===== src/ebt_pkg.sv =====
package ebt_pkg;

  //////////////////////////////////////////////////////////////////////////////
  // register map, byte addresses on the register bus
  localparam logic [3:0] REG_TIMING_LOW_OFF  = 4'h0;
  localparam logic [3:0] REG_TIMING_HIGH_OFF = 4'h4;
  localparam logic [3:0] REG_STATUS_OFF      = 4'h8;

  // bus_timing_low_reg fields
  localparam int unsigned FLD_UNL_CODE_LSB    = 0;
  localparam int unsigned FLD_LAT_CODE_LSB    = 2;
  localparam int unsigned FLD_LATCH_WIDTH_BIT = 4;
  localparam int unsigned FLD_WRITE_HOLD_BIT  = 5;
  localparam int unsigned FLD_WRITE_WIDTH_BIT = 6;

  // bus_timing_high_reg fields
  localparam int unsigned FLD_UNL_WRITE_LSB = 0;
  localparam int unsigned FLD_LAT_WRITE_LSB = 2;
  localparam int unsigned FLD_UNL_READ_LSB  = 4;
  localparam int unsigned FLD_LAT_READ_LSB  = 6;

  // reset values: longest cycles, wide latch pulse, write hold on
  localparam logic [7:0] TIMING_LOW_RST  = 8'h7f;
  localparam logic [7:0] TIMING_HIGH_RST = 8'hff;

  //////////////////////////////////////////////////////////////////////////////
  // cycle figures in whole clocks
  localparam logic [2:0] LAT_BASE_CLKS       = 3'h2;
  localparam logic [2:0] UNL_BASE_CLKS       = 3'h1;
  localparam logic [2:0] UNL_WRITE_BASE_CLKS = 3'h2;
  localparam logic [2:0] ALE_LAST_NARROW     = 3'h0;
  localparam logic [2:0] ALE_LAST_WIDE       = 3'h1;
  localparam logic [2:0] WR_WIDTH_NARROW     = 3'h1;
  localparam logic [2:0] WR_WIDTH_WIDE       = 3'h2;
  localparam logic [2:0] WR_HOLD_ON          = 3'h1;
  localparam logic [2:0] WR_HOLD_OFF         = 3'h0;
  localparam logic [2:0] RD_WAIT_LEAD        = 3'h2;
  localparam logic [2:0] WAIT_LEAD           = 3'h1;

  //////////////////////////////////////////////////////////////////////////////
  // request kinds and bus answers
  localparam logic [1:0] KIND_CODE   = 2'h0;
  localparam logic [1:0] KIND_READ   = 2'h1;
  localparam logic [1:0] KIND_WRITE  = 2'h2;
  localparam logic [1:0] RESP_OKAY   = 2'h0;
  localparam logic [1:0] RESP_SLVERR = 2'h2;

  typedef enum logic [2:0] {
    EBT_IDLE  = 3'b001,
    EBT_SETUP = 3'b010,
    EBT_RUN   = 3'b100
  } ebt_state_e;

endpackage : ebt_pkg


===== src/ebt_bus_timing.sv =====
`timescale 1ns/1ps
`default_nettype none

module ebt_bus_timing (
  // clock and reset
  input  wire logic        i_sys_clk,
  input  wire logic        i_rstn,
  // register bus write address and data
  input  wire logic [3:0]  i_axi_awaddr,
  input  wire logic        i_axi_awvalid,
  output var  logic        o_axi_awready,
  input  wire logic [31:0] i_axi_wdata,
  input  wire logic [3:0]  i_axi_wstrb,
  input  wire logic        i_axi_wvalid,
  output var  logic        o_axi_wready,
  // register bus write response
  output var  logic [1:0]  o_axi_bresp,
  output var  logic        o_axi_bvalid,
  input  wire logic        i_axi_bready,
  // register bus read
  input  wire logic [3:0]  i_axi_araddr,
  input  wire logic        i_axi_arvalid,
  output var  logic        o_axi_arready,
  output var  logic [31:0] o_axi_rdata,
  output var  logic [1:0]  o_axi_rresp,
  output var  logic        o_axi_rvalid,
  input  wire logic        i_axi_rready,
  // bus cycle requests from the core
  input  wire logic        i_req_valid,
  output var  logic        o_req_ready,
  input  wire logic [1:0]  i_req_kind,
  input  wire logic        i_req_latched,
  input  wire logic        i_req_split,
  input  wire logic        i_req_wr_lo,
  input  wire logic        i_req_wr_hi,
  output var  logic        o_cycle_done,
  // external bus pins
  input  wire logic        i_wait,
  output var  logic        o_addr_latch,
  output var  logic        o_code_fetch_strobe_n,
  output var  logic        o_read_strobe_n,
  output var  logic        o_write_strobe_low_n,
  output var  logic        o_write_strobe_high_n,
  output var  logic        o_wdata_oe_n,
  output var  logic        o_addr_a0
);

  logic                rst_n;
  logic                wait_s;
  logic [7:0]          btl_ff;
  logic [7:0]          bth_ff;
  logic                aw_got_ff;
  logic                w_got_ff;
  logic [3:0]          awaddr_ff;
  logic [31:0]         wdata_ff;
  logic                wstrb0_ff;
  ebt_pkg::ebt_state_e st_ff;
  ebt_pkg::ebt_state_e nxt_st;
  logic [2:0]          cnt_ff, nxt_cnt;
  logic [2:0]          len_ff, nxt_len;
  logic [2:0]          sbeg_ff, nxt_sbeg;
  logic [2:0]          send_ff, nxt_send;
  logic [2:0]          dbeg_ff, nxt_dbeg;
  logic [2:0]          alast_ff, nxt_alast;
  logic                ale_cyc_ff, nxt_ale_cyc;
  logic                second_ff, nxt_second;
  logic                pend_ff, nxt_pend;
  logic                nxt_done;
  logic [1:0]          kind_ff;
  logic                lat_ff, split_ff, wr_lo_ff, wr_hi_ff;
  logic                stall_ff;
  logic                ale_ff;
  logic                ale_cut_neg_ff;
  logic                take, stall, strobe_win;
  logic [2:0]          wait_pt;
  logic [1:0]          unl_code, lat_code, unl_read, lat_read, unl_write, lat_write;
  logic                latch_width_sel, whs, wws;

  //////////////////////////////////////////////////////////////////////////////
  // reset release and wait pin synchronisers
  ebt_sync #(.RST_VAL(1'b0)) u_rst_sync (
    .i_clk  (i_sys_clk),
    .i_rstn (i_rstn),
    .i_d    (1'b1),
    .o_q    (rst_n)
  );

  ebt_sync #(.RST_VAL(1'b0)) u_wait_sync (
    .i_clk  (i_sys_clk),
    .i_rstn (rst_n),
    .i_d    (i_wait),
    .o_q    (wait_s)
  );

  assign unl_code  = btl_ff[ebt_pkg::FLD_UNL_CODE_LSB +: 2];
  assign lat_code  = btl_ff[ebt_pkg::FLD_LAT_CODE_LSB +: 2];
  assign latch_width_sel      = btl_ff[ebt_pkg::FLD_LATCH_WIDTH_BIT];
  assign whs       = btl_ff[ebt_pkg::FLD_WRITE_HOLD_BIT];
  assign wws       = btl_ff[ebt_pkg::FLD_WRITE_WIDTH_BIT];
  assign unl_write = bth_ff[ebt_pkg::FLD_UNL_WRITE_LSB +: 2];
  assign lat_write = bth_ff[ebt_pkg::FLD_LAT_WRITE_LSB +: 2];
  assign unl_read  = bth_ff[ebt_pkg::FLD_UNL_READ_LSB +: 2];
  assign lat_read  = bth_ff[ebt_pkg::FLD_LAT_READ_LSB +: 2];

  //////////////////////////////////////////////////////////////////////////////
  // register bus: write channel, address and data taken in either order
  always_ff @(posedge i_sys_clk or negedge rst_n) begin
    if (!rst_n) begin
      o_axi_awready <= 1'b1;
      o_axi_wready  <= 1'b1;
      o_axi_bvalid  <= 1'b0;
      o_axi_bresp   <= ebt_pkg::RESP_OKAY;
      aw_got_ff     <= 1'b0;
      w_got_ff      <= 1'b0;
      awaddr_ff     <= 4'h0;
      wdata_ff      <= 32'h0;
      wstrb0_ff     <= 1'b0;
    end else begin
      if (i_axi_awvalid && o_axi_awready) begin
        o_axi_awready <= 1'b0;
        aw_got_ff     <= 1'b1;
        awaddr_ff     <= i_axi_awaddr;
      end
      if (i_axi_wvalid && o_axi_wready) begin
        o_axi_wready <= 1'b0;
        w_got_ff     <= 1'b1;
        wdata_ff     <= i_axi_wdata;
        wstrb0_ff    <= i_axi_wstrb[0];
      end
      if (aw_got_ff && w_got_ff) begin
        aw_got_ff    <= 1'b0;
        w_got_ff     <= 1'b0;
        o_axi_bvalid <= 1'b1;
        o_axi_bresp  <= (awaddr_ff == ebt_pkg::REG_TIMING_LOW_OFF ||
                         awaddr_ff == ebt_pkg::REG_TIMING_HIGH_OFF ||
                         awaddr_ff == ebt_pkg::REG_STATUS_OFF) ? ebt_pkg::RESP_OKAY : ebt_pkg::RESP_SLVERR;
      end
      // ready comes back only after the response, so one write at a time
      if (o_axi_bvalid && i_axi_bready) begin
        o_axi_bvalid  <= 1'b0;
        o_axi_awready <= 1'b1;
        o_axi_wready  <= 1'b1;
      end
    end
  end

  // timing registers; a cycle in flight keeps its sampled values, except a split read's second byte, which reads unl_read then
  always_ff @(posedge i_sys_clk or negedge rst_n) begin
    if (!rst_n) begin
      btl_ff <= ebt_pkg::TIMING_LOW_RST;
      bth_ff <= ebt_pkg::TIMING_HIGH_RST;
    end else if (aw_got_ff && w_got_ff && wstrb0_ff) begin
      if (awaddr_ff == ebt_pkg::REG_TIMING_LOW_OFF) btl_ff <= {1'b0, wdata_ff[6:0]};
      if (awaddr_ff == ebt_pkg::REG_TIMING_HIGH_OFF) bth_ff <= wdata_ff[7:0];
    end
  end

  // register bus: read channel
  always_ff @(posedge i_sys_clk or negedge rst_n) begin
    if (!rst_n) begin
      o_axi_arready <= 1'b1;
      o_axi_rvalid  <= 1'b0;
      o_axi_rdata   <= 32'h0;
      o_axi_rresp   <= ebt_pkg::RESP_OKAY;
    end else if (i_axi_arvalid && o_axi_arready) begin
      o_axi_arready <= 1'b0;
      o_axi_rvalid  <= 1'b1;
      o_axi_rresp   <= ebt_pkg::RESP_OKAY;
      case (i_axi_araddr)
        ebt_pkg::REG_TIMING_LOW_OFF:  o_axi_rdata <= {24'h0, btl_ff};
        ebt_pkg::REG_TIMING_HIGH_OFF: o_axi_rdata <= {24'h0, bth_ff};
        ebt_pkg::REG_STATUS_OFF: begin
          o_axi_rdata <= {25'h0, cnt_ff, 1'b0, second_ff, stall_ff, st_ff != ebt_pkg::EBT_IDLE};
        end
        default: begin
          o_axi_rdata <= 32'h0;
          o_axi_rresp <= ebt_pkg::RESP_SLVERR;
        end
      endcase
    end else if (o_axi_rvalid && i_axi_rready) begin
      o_axi_rvalid  <= 1'b0;
      o_axi_arready <= 1'b1;
    end
  end

  //////////////////////////////////////////////////////////////////////////////
  // request capture
  assign take = i_req_valid && o_req_ready;

  always_ff @(posedge i_sys_clk or negedge rst_n) begin
    if (!rst_n) begin
      kind_ff  <= ebt_pkg::KIND_CODE;
      lat_ff   <= 1'b0;
      split_ff <= 1'b0;
      wr_lo_ff <= 1'b0;
      wr_hi_ff <= 1'b0;
    end else if (take) begin
      kind_ff  <= i_req_kind;
      lat_ff   <= i_req_latched;
      split_ff <= i_req_split && (i_req_kind == ebt_pkg::KIND_READ);
      wr_lo_ff <= i_req_wr_lo;
      wr_hi_ff <= i_req_wr_hi;
    end
  end

  // wait holds the counter at the sample point; a one clock read never reaches it
  assign wait_pt = (kind_ff == ebt_pkg::KIND_READ) ? send_ff - ebt_pkg::RD_WAIT_LEAD
                                                   : send_ff - ebt_pkg::WAIT_LEAD;
  assign stall   = (st_ff == ebt_pkg::EBT_RUN) && wait_s && (cnt_ff >= sbeg_ff) && (cnt_ff == wait_pt);

  //////////////////////////////////////////////////////////////////////////////
  // cycle sequencer; no clipping of bad settings, software keeps them sane
  always_comb begin
    nxt_st      = st_ff;
    nxt_cnt     = cnt_ff;
    nxt_len     = len_ff;
    nxt_sbeg    = sbeg_ff;
    nxt_send    = send_ff;
    nxt_dbeg    = dbeg_ff;
    nxt_alast   = alast_ff;
    nxt_ale_cyc = ale_cyc_ff;
    nxt_second  = second_ff;
    nxt_pend    = pend_ff;
    nxt_done    = 1'b0;
    case (st_ff)
      ebt_pkg::EBT_IDLE: begin
        if (take) nxt_st = ebt_pkg::EBT_SETUP;
      end
      ebt_pkg::EBT_SETUP: begin
        nxt_st      = ebt_pkg::EBT_RUN;
        nxt_cnt     = 3'h0;
        nxt_second  = 1'b0;
        nxt_pend    = split_ff;
        nxt_ale_cyc = lat_ff || split_ff;
        nxt_alast   = latch_width_sel ? ebt_pkg::ALE_LAST_WIDE : ebt_pkg::ALE_LAST_NARROW;
        nxt_dbeg    = 3'h0;
        case (kind_ff)
          ebt_pkg::KIND_CODE: begin
            nxt_len  = nxt_ale_cyc ? ebt_pkg::LAT_BASE_CLKS + {1'b0, lat_code}
                                   : ebt_pkg::UNL_BASE_CLKS + {1'b0, unl_code};
            nxt_sbeg = nxt_ale_cyc ? nxt_alast + 3'h1 : 3'h0;
            nxt_send = nxt_len;
          end
          ebt_pkg::KIND_WRITE: begin
            nxt_len  = nxt_ale_cyc ? ebt_pkg::LAT_BASE_CLKS + {1'b0, lat_write}
                                   : ebt_pkg::UNL_WRITE_BASE_CLKS + {1'b0, unl_write};
            nxt_send = nxt_len - (whs ? ebt_pkg::WR_HOLD_ON : ebt_pkg::WR_HOLD_OFF);
            nxt_sbeg = nxt_send - (wws ? ebt_pkg::WR_WIDTH_WIDE : ebt_pkg::WR_WIDTH_NARROW);
            nxt_dbeg = nxt_ale_cyc ? nxt_alast + 3'h1 : 3'h0;
          end
          default: begin
            nxt_len  = nxt_ale_cyc ? ebt_pkg::LAT_BASE_CLKS + {1'b0, lat_read}
                                   : ebt_pkg::UNL_BASE_CLKS + {1'b0, unl_read};
            nxt_sbeg = nxt_ale_cyc ? nxt_alast + 3'h1 : 3'h0;
            nxt_send = nxt_len;
          end
        endcase
      end
      ebt_pkg::EBT_RUN: begin
        if (stall) begin
          nxt_cnt = cnt_ff;
        end else if (cnt_ff != len_ff - 3'h1) begin
          nxt_cnt = cnt_ff + 3'h1;
        end else if (pend_ff) begin
          // second byte: unlatched timing, strobe window starts at zero so it never lifts
          nxt_cnt     = 3'h0;
          nxt_pend    = 1'b0;
          nxt_second  = 1'b1;
          nxt_ale_cyc = 1'b0;
          nxt_len     = ebt_pkg::UNL_BASE_CLKS + {1'b0, unl_read};
          nxt_sbeg    = 3'h0;
          nxt_send    = nxt_len;
        end else begin
          nxt_st   = ebt_pkg::EBT_IDLE;
          nxt_done = 1'b1;
        end
      end
      default: nxt_st = ebt_pkg::EBT_IDLE;
    endcase
  end

  always_ff @(posedge i_sys_clk or negedge rst_n) begin
    if (!rst_n) begin
      st_ff      <= ebt_pkg::EBT_IDLE;
      cnt_ff     <= 3'h0;
      len_ff     <= 3'h0;
      sbeg_ff    <= 3'h0;
      send_ff    <= 3'h0;
      dbeg_ff    <= 3'h0;
      alast_ff   <= 3'h0;
      ale_cyc_ff <= 1'b0;
      second_ff  <= 1'b0;
      pend_ff    <= 1'b0;
      stall_ff   <= 1'b0;
    end else begin
      st_ff      <= nxt_st;
      cnt_ff     <= nxt_cnt;
      len_ff     <= nxt_len;
      sbeg_ff    <= nxt_sbeg;
      send_ff    <= nxt_send;
      dbeg_ff    <= nxt_dbeg;
      alast_ff   <= nxt_alast;
      ale_cyc_ff <= nxt_ale_cyc;
      second_ff  <= nxt_second;
      pend_ff    <= nxt_pend;
      stall_ff   <= stall;
    end
  end

  //////////////////////////////////////////////////////////////////////////////
  // pin drivers, registered from next state so each pin moves on a clock edge
  assign strobe_win = (nxt_st == ebt_pkg::EBT_RUN) && (nxt_cnt >= nxt_sbeg) && (nxt_cnt < nxt_send);

  always_ff @(posedge i_sys_clk or negedge rst_n) begin
    if (!rst_n) begin
      o_req_ready           <= 1'b1;
      o_cycle_done          <= 1'b0;
      ale_ff                <= 1'b0;
      o_code_fetch_strobe_n <= 1'b1;
      o_read_strobe_n       <= 1'b1;
      o_write_strobe_low_n  <= 1'b1;
      o_write_strobe_high_n <= 1'b1;
      o_wdata_oe_n          <= 1'b1;
      o_addr_a0             <= 1'b0;
    end else begin
      o_req_ready           <= (nxt_st == ebt_pkg::EBT_IDLE);
      o_cycle_done          <= nxt_done;
      ale_ff                <= (nxt_st == ebt_pkg::EBT_RUN) && nxt_ale_cyc && (nxt_cnt <= nxt_alast);
      o_code_fetch_strobe_n <= !(strobe_win && kind_ff == ebt_pkg::KIND_CODE);
      o_read_strobe_n       <= !(strobe_win && kind_ff == ebt_pkg::KIND_READ);
      o_write_strobe_low_n  <= !(strobe_win && kind_ff == ebt_pkg::KIND_WRITE && wr_lo_ff);
      o_write_strobe_high_n <= !(strobe_win && kind_ff == ebt_pkg::KIND_WRITE && wr_hi_ff);
      o_wdata_oe_n          <= !((nxt_st == ebt_pkg::EBT_RUN) && kind_ff == ebt_pkg::KIND_WRITE &&
                                 (nxt_cnt >= nxt_dbeg));
      o_addr_a0             <= (nxt_st == ebt_pkg::EBT_RUN) && nxt_second;
    end
  end

  // the latch pulse ends half a clock into its last clock, cut on the falling edge
  always_ff @(negedge i_sys_clk or negedge rst_n) begin
    if (!rst_n) ale_cut_neg_ff <= 1'b0;
    else        ale_cut_neg_ff <= ale_ff && (cnt_ff == alast_ff);
  end

  // two flops meet here; the only way to get a half clock pulse from one clock
  assign o_addr_latch = ale_ff && !ale_cut_neg_ff;
endmodule : ebt_bus_timing

`default_nettype wire


===== src/ebt_sync.sv =====
`timescale 1ns/1ps
`default_nettype none

module ebt_sync #(
  parameter logic RST_VAL = 1'b0
) (
  // clock and reset
  input  wire logic i_clk,
  input  wire logic i_rstn,
  // level in and out
  input  wire logic i_d,
  output var  logic o_q
);

  logic meta_ff;

  // first stage feeds only the second stage
  always_ff @(posedge i_clk or negedge i_rstn) begin
    if (!i_rstn) begin
      meta_ff <= RST_VAL;
      o_q     <= RST_VAL;
    end else begin
      meta_ff <= i_d;
      o_q     <= meta_ff;
    end
  end

endmodule : ebt_sync

`default_nettype wire

===== config.mk =====
export PLATFORM = sky130hd
export DESIGN_NAME = ebt_bus_timing
export DESIGN_NICKNAME = d
export VERILOG_FILES = /design/src/ebt_pkg.sv /design/src/ebt_bus_timing.sv /design/src/ebt_sync.sv
export SDC_FILE = /design/constraint.sdc
export NUM_CORES = 1
export LEC_CHECK = 0
export BUFFER_PORTS_ARGS = -buffer_cell sky130_fd_sc_hd__buf_2
export CAP_MARGIN = 20
export CORE_AREA = 2 2 105 97
export DETAILED_ROUTE_END_ITERATION = 10
export DIE_AREA = 0 0 107 99
export HOLD_SLACK_MARGIN = 0.05
export PLACE_DENSITY = 0.74
export SLEW_MARGIN = 0
export SYNTH_ARGS = -nofsm -noshare
export SYNTH_HDL_FRONTEND = slang
export SYNTH_SLANG_ARGS = --single-unit

===== constraint.sdc =====
create_clock -name i_sys_clk -period 6.46 [get_ports i_sys_clk]
set_input_delay 0.323 -clock i_sys_clk [delete_from_list [all_inputs] [get_ports i_sys_clk]]
set_output_delay 0.323 -clock i_sys_clk [all_outputs]
set_load 0.01 [all_outputs]

==> impl_metrics.tcl, run 1 <==
set metrics [dict create \
    clockBufferDepth 2 \
    layout.nets 570 \
    rr_worst_depth 2 \
    via_per_inst 5.33 \
    crit_chain "nor2b_1 -> buf_2" \
    finalSetupTns_ns 0 \
    yosys_most_used_dff "dfrtp_1" \
    grt_usage_pct 19.2 \
    slew_viol_final 0 \
    worstMarginPinSlew_ns 0.950 \
    setup_violations 0 \
    cp-end-kind "primary output" \
    r2r-end "ale_cut_neg_ff" \
    r2r_setup_slack_ns 2.21 \
    min_to "u_wait_sync.meta_ff" \
    synth_edf_count 0 \
    crit_type "reg -> out" \
    wl_per_cell_um 15.1 \
    cpPeakStageDelay_ns 0.39 \
    drc 0 \
    grt_pass1_wl_um 15800 \
    hold_path_class "in -> reg" \
    numClockSinks 90 \
    post_cts_resized 0 \
    ir_drop_v 0.000204 \
    synth_most_common_cell "dfrtp_1" \
    start_util_pct 48.8 \
    yosysSeqAreaShare_pct 49.3 \
    cap_violations 0 \
    num_rows 34 \
    synth.cells.most_frequent "64 x dfrtp_1, 55 x nand2_1, 34 x mux2_2" \
    die-area_mm2 0.0106 \
    cts_tree "done" \
    timing.rr.start "cnt_ff[0]" \
    syn_area_per_cell_um2 10.7 \
    synth_compound_area_share_pct 12.2 \
    worst-path-buf-inv 1 \
    clk_root_buffer_cell "clkbuf_8" \
    clk_pin_slew_worst_paths_ns 0.08 \
    synth_top_family_by_area "compound AO/OA/AOI/OAI gates" \
    power_density_mw_per_mm2 393 \
    numCtsBuffers 9 \
    synthSimpleGateAreaFrac_pct 11.5 \
    synth_cells 433 \
    status "finished, final reports clean" \
    die_w_um 107 \
    antenna_found_initial 0 \
    drive_gt1_share_pct 29.2 \
    ys_async_sr_fraction_pct 100 \
    dr.first_iter.drc_count 163 \
    cts.htree.levels 3 \
    yosysTopAreaCellShare_pct 34.6 \
    post_cts_buffers 0 \
    synth-xor-area-share_pct 2.46 \
    dp_hpwl_um 7060 \
    first_pass_iters 4 \
    ys_ff_latch 90 \
    cp_slowest_cell "dfrtn_1" \
    yosys.area_share.adder_pct 6.37 \
    max_slew_margin_pct 36.0 \
    utilization_pct 54.3 \
    rsz0062_at_grt "no" \
    synth_area_leaders "dfrtp_1 35%, dfstp_2 14%, mux2_2 8.3%" \
    synth_cell_types 55 \
    synth_mux_area_share_pct 9.78 \
    synth-warning-count 0 \
    grt-ovfl-total 0 \
    hp-start "i_wait" \
    worst_clock_skew_ns 0.0212 \
    gp_congestion 0.879 \
    path_max_fanout 1 \
    vias 3299 \
    ioPinCount 109 \
    whs_path_depth 1 \
    cellLeakagePower_nw 2.50 \
    yosys.area.top_type "dfrtp_1" \
    clock_latency_ns 0.36 \
    synth_area_mm2 0.00463 \
    wl_um 9340 \
    num_antenna_cells 0 \
    portBuffers 55 \
    crit_path_start_kind "flop" \
    crit_family "flip-flops" \
    area_delta_synth_final_pct 11.2 \
    required_ns 6.14 \
    core_mm2 0.00949 \
    drtAntennaViolNets 0 \
    first_global_vias 3238 \
    worst_ep_arrival_time_ns 4.12 \
    grt_max_degree 88 \
    hold_viol 0 \
    fp.dieH_um 99 \
]
## worst max-delay path by stage
stage / startpoint / to / cells after the start
after floorplan: u_rst_sync.o_q / ale_cut_neg_ff / 0
after global placement: cnt_ff[0] / ale_cut_neg_ff / 2
after detailed placement: cnt_ff[0] / ale_cut_neg_ff / 2
after CTS: ale_cut_neg_ff / o_addr_latch / 2
after global routing: ale_cut_neg_ff / o_addr_latch / 2
final: ale_cut_neg_ff / o_addr_latch / 2
## cells by family after synthesis
logic type	Yosys count
AOI/OAI and AO/OA	83
xor gates and xnor gates	13
adders and majority gates	23
buffers and inverters	69
DFF	90
muxes	41
other	2
and+or+nand+nor	112
## cell usage in the layout, fill, tap and decap left out, types with 3 or more instances in the layout
cell type,instances
o31ai_1,3
o211ai_1,5
nor2b_1,5
xnor2_1,4
buf_2,55
nand3_1,6
a22o_1,3
nand2b_1,4
a21o_1,3
a22oi_1,8
conb_1,27
a21oi_1,14
mux2_2,34
clkbuf_8,11
mux2i_1,7
o21ai_0,24
nor3_1,9
ha_1,22
o22ai_1,4
nand2_1,55
nor2_1,16
and2_1,4
inv_1,28
dfstp_2,25
o211ai_2,3
xor2_1,9
dfrtp_1,63
## worst register-to-register path, stage by stage (launching register included)
cell and delay, ns:
dfrtp_1 0.59, xor2_1 0.19, nor3_1 0.07
## metrics by stage
step	hold slack [ns]	area, um2	cells	setup WS (ns)	power, mW
4_1_cts	0.0598	5130	618	1.99	2.03
2_1_floorplan	0.0274	4730	458	0.704	1.43
6_report	0.0664	5150	619	2.01	2.02
3_3_place_gp	0.113	4910	601	2.24	1.58
5_1_grt	0.0578	5150	619	1.97	2.18
3_5_place_dp	0.113	4910	601	2.23	1.63
## final cells by class
cell class	count	area [um2]
Inverter	29	114
Tap cell	126	158
Clock buffer	11	151
Sequential cell	90	2290
Clock inverter	5	60.1
Multi-Input combinational cell	299	2060
Timing Repair Buffer	59	320
Fill cell	845	4340
## state kept, by name (all words and copies together) (netlist names), 2 cells and up
register     cells
awaddr_ff        4
btl_ff           7
kind_ff          2
cnt_ff           3
st_ff            3
send_ff          3
o_axi_rdata      8
len_ff           3
bth_ff           8
dbeg_ff          3
wdata_ff         8
sbeg_ff          3
alast_ff         3
## where the power goes
part / internal, mW / total, mW / switching, mW / leakage (nW)
logic: 0.327 / 0.705 / 0.379 / 1.30
registers: 0.758 / 0.915 / 0.157 / 1.10
clock network: 0.201 / 0.404 / 0.203 / 0.106
total: 1.29 / 2.02 / 0.738 / 2.50
## per-layer routing
| metal | part of all wire [%] | vias up | wire length [um] | GRT usage (%) |
|---|---|---|---|---|
| met4 | 1.3 | 0 | 121 | 6.89 |
| met1 | 43 | 1630 | 4050 | 25.5 |
| met3 | 6.4 | 12 | 602 | 4.30 |
| met5 | 0 | - | 0 | 0 |
| met2 | 49 | 99 | 4560 | 31.1 |
| li1 | - | 1558 | - | - |
## repair_timing
| item | in CTS | in global routing |
|---|---|---|
| hold endpoints to repair | 2 | 0 |
| hold buffers | 1 | 0 |
| endpoints found under the setup margin | 0 | 0 |
Power figures use the tool's default switching activity.
==> run 2, diff against run 1 <==
Settings changed: CORE_AREA 2 2 105 97 to 2 2 106 98, DIE_AREA 0 0 107 99 to 0 0 108 100, PLACE_DENSITY 0.74 to 0.75.
Clock period 6.46 ns to 3.7 ns, I/O delays scaled along.
==> run 2 against run 1 <==
Count of clock-buffer cells in the layout rose by 1. Sequential cell count unchanged. Clock skew grew 0.0017 ns. Sequential power grew 70%.
==> impl_metrics.tcl, run 2 (same netlist as run 1, synthesis figures left out) <==
set metrics [dict create \
    dp_hpwl_um 6950 \
    period_needed_ns 3.56 \
    cap_violations 0 \
    cts_tree "done" \
    final_cell_mix "62 x dfrtp_1, 55 x nand2_1, 55 x buf_2" \
    drive_gt1_share_pct 29.4 \
    num_rows 35 \
    clk_pin_slew_worst_paths_ns 0.09 \
    area_delta_synth_final_pct 18.6 \
    status "finished, final reports clean" \
    vias 3380 \
    post-route-period-util_pct 96.2 \
    fmax_mhz 281 \
    grt_usage_pct 19.1 \
    crit_chain "ha_1 -> nand2b_1 -> a21o_1 -> a21oi_1 -> or4_1 -> clkinv_4 -> nor3_2 -> nor2_4 -> a22o_1 -> ha_1 -> nand2b_1 -> a21o_1 -> a21oi_1 -> a211oi_1 -> nand2_1 -> nor3_1 -> nand2_1" \
    slew_viol_final 0 \
    reg_top3 "bth_ff (8), o_axi_rdata (8), wdata_ff (8)" \
    wl_um 9840 \
    cpPeakStageDelay_ns 0.41 \
    crit_path_start_kind "flop" \
    cp_slowest_cell "dfrtp_1" \
    via_per_inst 5.15 \
    cts.htree.levels 3 \
    cp-end-kind "flop" \
    rsz0062_at_grt "no" \
    worst_ep_arrival_time_ns 3.86 \
    drtAntennaViolNets 0 \
    instances_no_fill 656 \
    power_density_mw_per_mm2 661 \
    grt_pass1_wl_um 16000 \
    wl_per_cell_um 15.0 \
    ioPinCount 109 \
    dpl_cell_area_mm2 0.00498 \
    gp_congestion 0.854 \
    worst-path-buf-inv 1 \
    clk_root_buffer_cell "clkbuf_8" \
    totalPowerFinal_mw 3.63 \
    grt-ovfl-total 0 \
    cellLeakagePower_nw 2.66 \
    holdWs_ns 0.0653 \
    final_cell_area_mm2 0.00550 \
    dpl.cell_count 613 \
    die_w_um 108 \
    n_fill_cell 841 \
    layout.nets 604 \
    clockBufferDepth 2 \
    first_pass_iters 4 \
    core_mm2 0.00985 \
    finalSetupTns_ns 0 \
    dr.first_iter.drc_count 177 \
    required_ns 4.00 \
    r2r_setup_slack_ns 0.14 \
    setup_violations 0 \
    post_cts_buffers 0 \
    setup_slack_ns 0.141 \
    start_util_pct 47.0 \
    worst_clock_skew_ns 0.0229 \
    first_global_vias 3279 \
    crit_family "simple AND/OR/NAND/NOR gates" \
    numCtsBuffers 9 \
    num_antenna_cells 0 \
    crit_type "reg -> reg" \
    utilization_pct 55.8 \
    grt_max_degree 88 \
    die-area_mm2 0.0108 \
    drc 0 \
    max_slew_margin_pct 41.9 \
    pre_cts_slack_ns 0.135 \
    ir_drop_v 0.000530 \
    antenna_found_initial 0 \
    clock_latency_ns 0.37 \
    hold_viol 0 \
    path_max_fanout 12 \
    hold_path_class "in -> reg" \
    portBuffers 55 \
    worstMarginPinSlew_ns 0.865 \
    layout_commonest_cell "dfrtp_1" \
    numClockSinks 90 \
    fp.dieH_um 100 \
]
==> run 2: changes by cell type in the layout (fill, tap and decap cells not counted), sizes merged <==
cell         before  now
buf              58   67
clkinvlp          1    0
dlygate4sd3       1   26
clkbuf           11   12
==> run 2: layer usage <==
| layer | routed length [um] | track usage (%) |
|---|---|---|
| met5 | 0 | 0 |
| met1 | 4420 | 25.6 |
| met3 | 532 | 5.00 |
| met4 | 75 | 4.54 |
| met2 | 4810 | 31.1 |
==> run 2: repair_timing <==
item / CTS / global route
setup endpoints to repair: 0 / 3
endpoints found under the hold margin: 22 / 3
gates resized for setup: 0 / 2
hold buffers: 23 / 3
==> run 2: final cells by class <==
cell class	count	area [um2]	share of cell area [%]
repair buffers	93	646	11.7
well taps	129	161	2.94
clock buffers	12	165	3.01
inverters	29	114	2.07
clock inverters	4	56.3	1.02
flip-flops and latches	90	2290	41.6
multi-input cells	299	2060	37.6
==> run 2: worst register-to-register path, cell delays in order (launching register included) <==
cell and delay [ns]:
dfrtp_1 0.41, ha_1 0.26, nand2b_1 0.14, a21o_1 0.17
a21oi_1 0.16, or4_1 0.29, clkinv_4 0.12, nor3_2 0.37
nor2_4 0.13, a22o_1 0.28, ha_1 0.27, nand2b_1 0.10
a21o_1 0.12, a21oi_1 0.07, a211oi_1 0.21, nand2_1 0.15
nor3_1 0.17, nand2_1 0.07
==> run 2: path summary, 6_finish.rpt <==
kind                       depth (start not counted)               endpoint      startpoint
min in group asynchronous                          2         u_rst_sync.o_q          i_rstn
setup / recovery                                  17  o_code_fetch_strobe_n      sbeg_ff[0]
hold / removal                                     2            wdata_ff[1]  i_axi_wdata[1]
setup reg to reg                                  17  o_code_fetch_strobe_n      sbeg_ff[0]
max in group asynchronous                          0         ale_cut_neg_ff  u_rst_sync.o_q
hold reg to reg                                    1            alast_ff[1]  u_rst_sync.o_q
==> run 2: report_power, final <==
group | switching (mW) | internal [mW] | total, mW | leakage (nW)
clock network | 0.355 | 0.372 | 0.727 | 0.113
registers | 0.234 | 1.32 | 1.56 | 1.10
logic | 0.719 | 0.627 | 1.35 | 1.45
total | 1.31 | 2.32 | 3.63 | 2.66
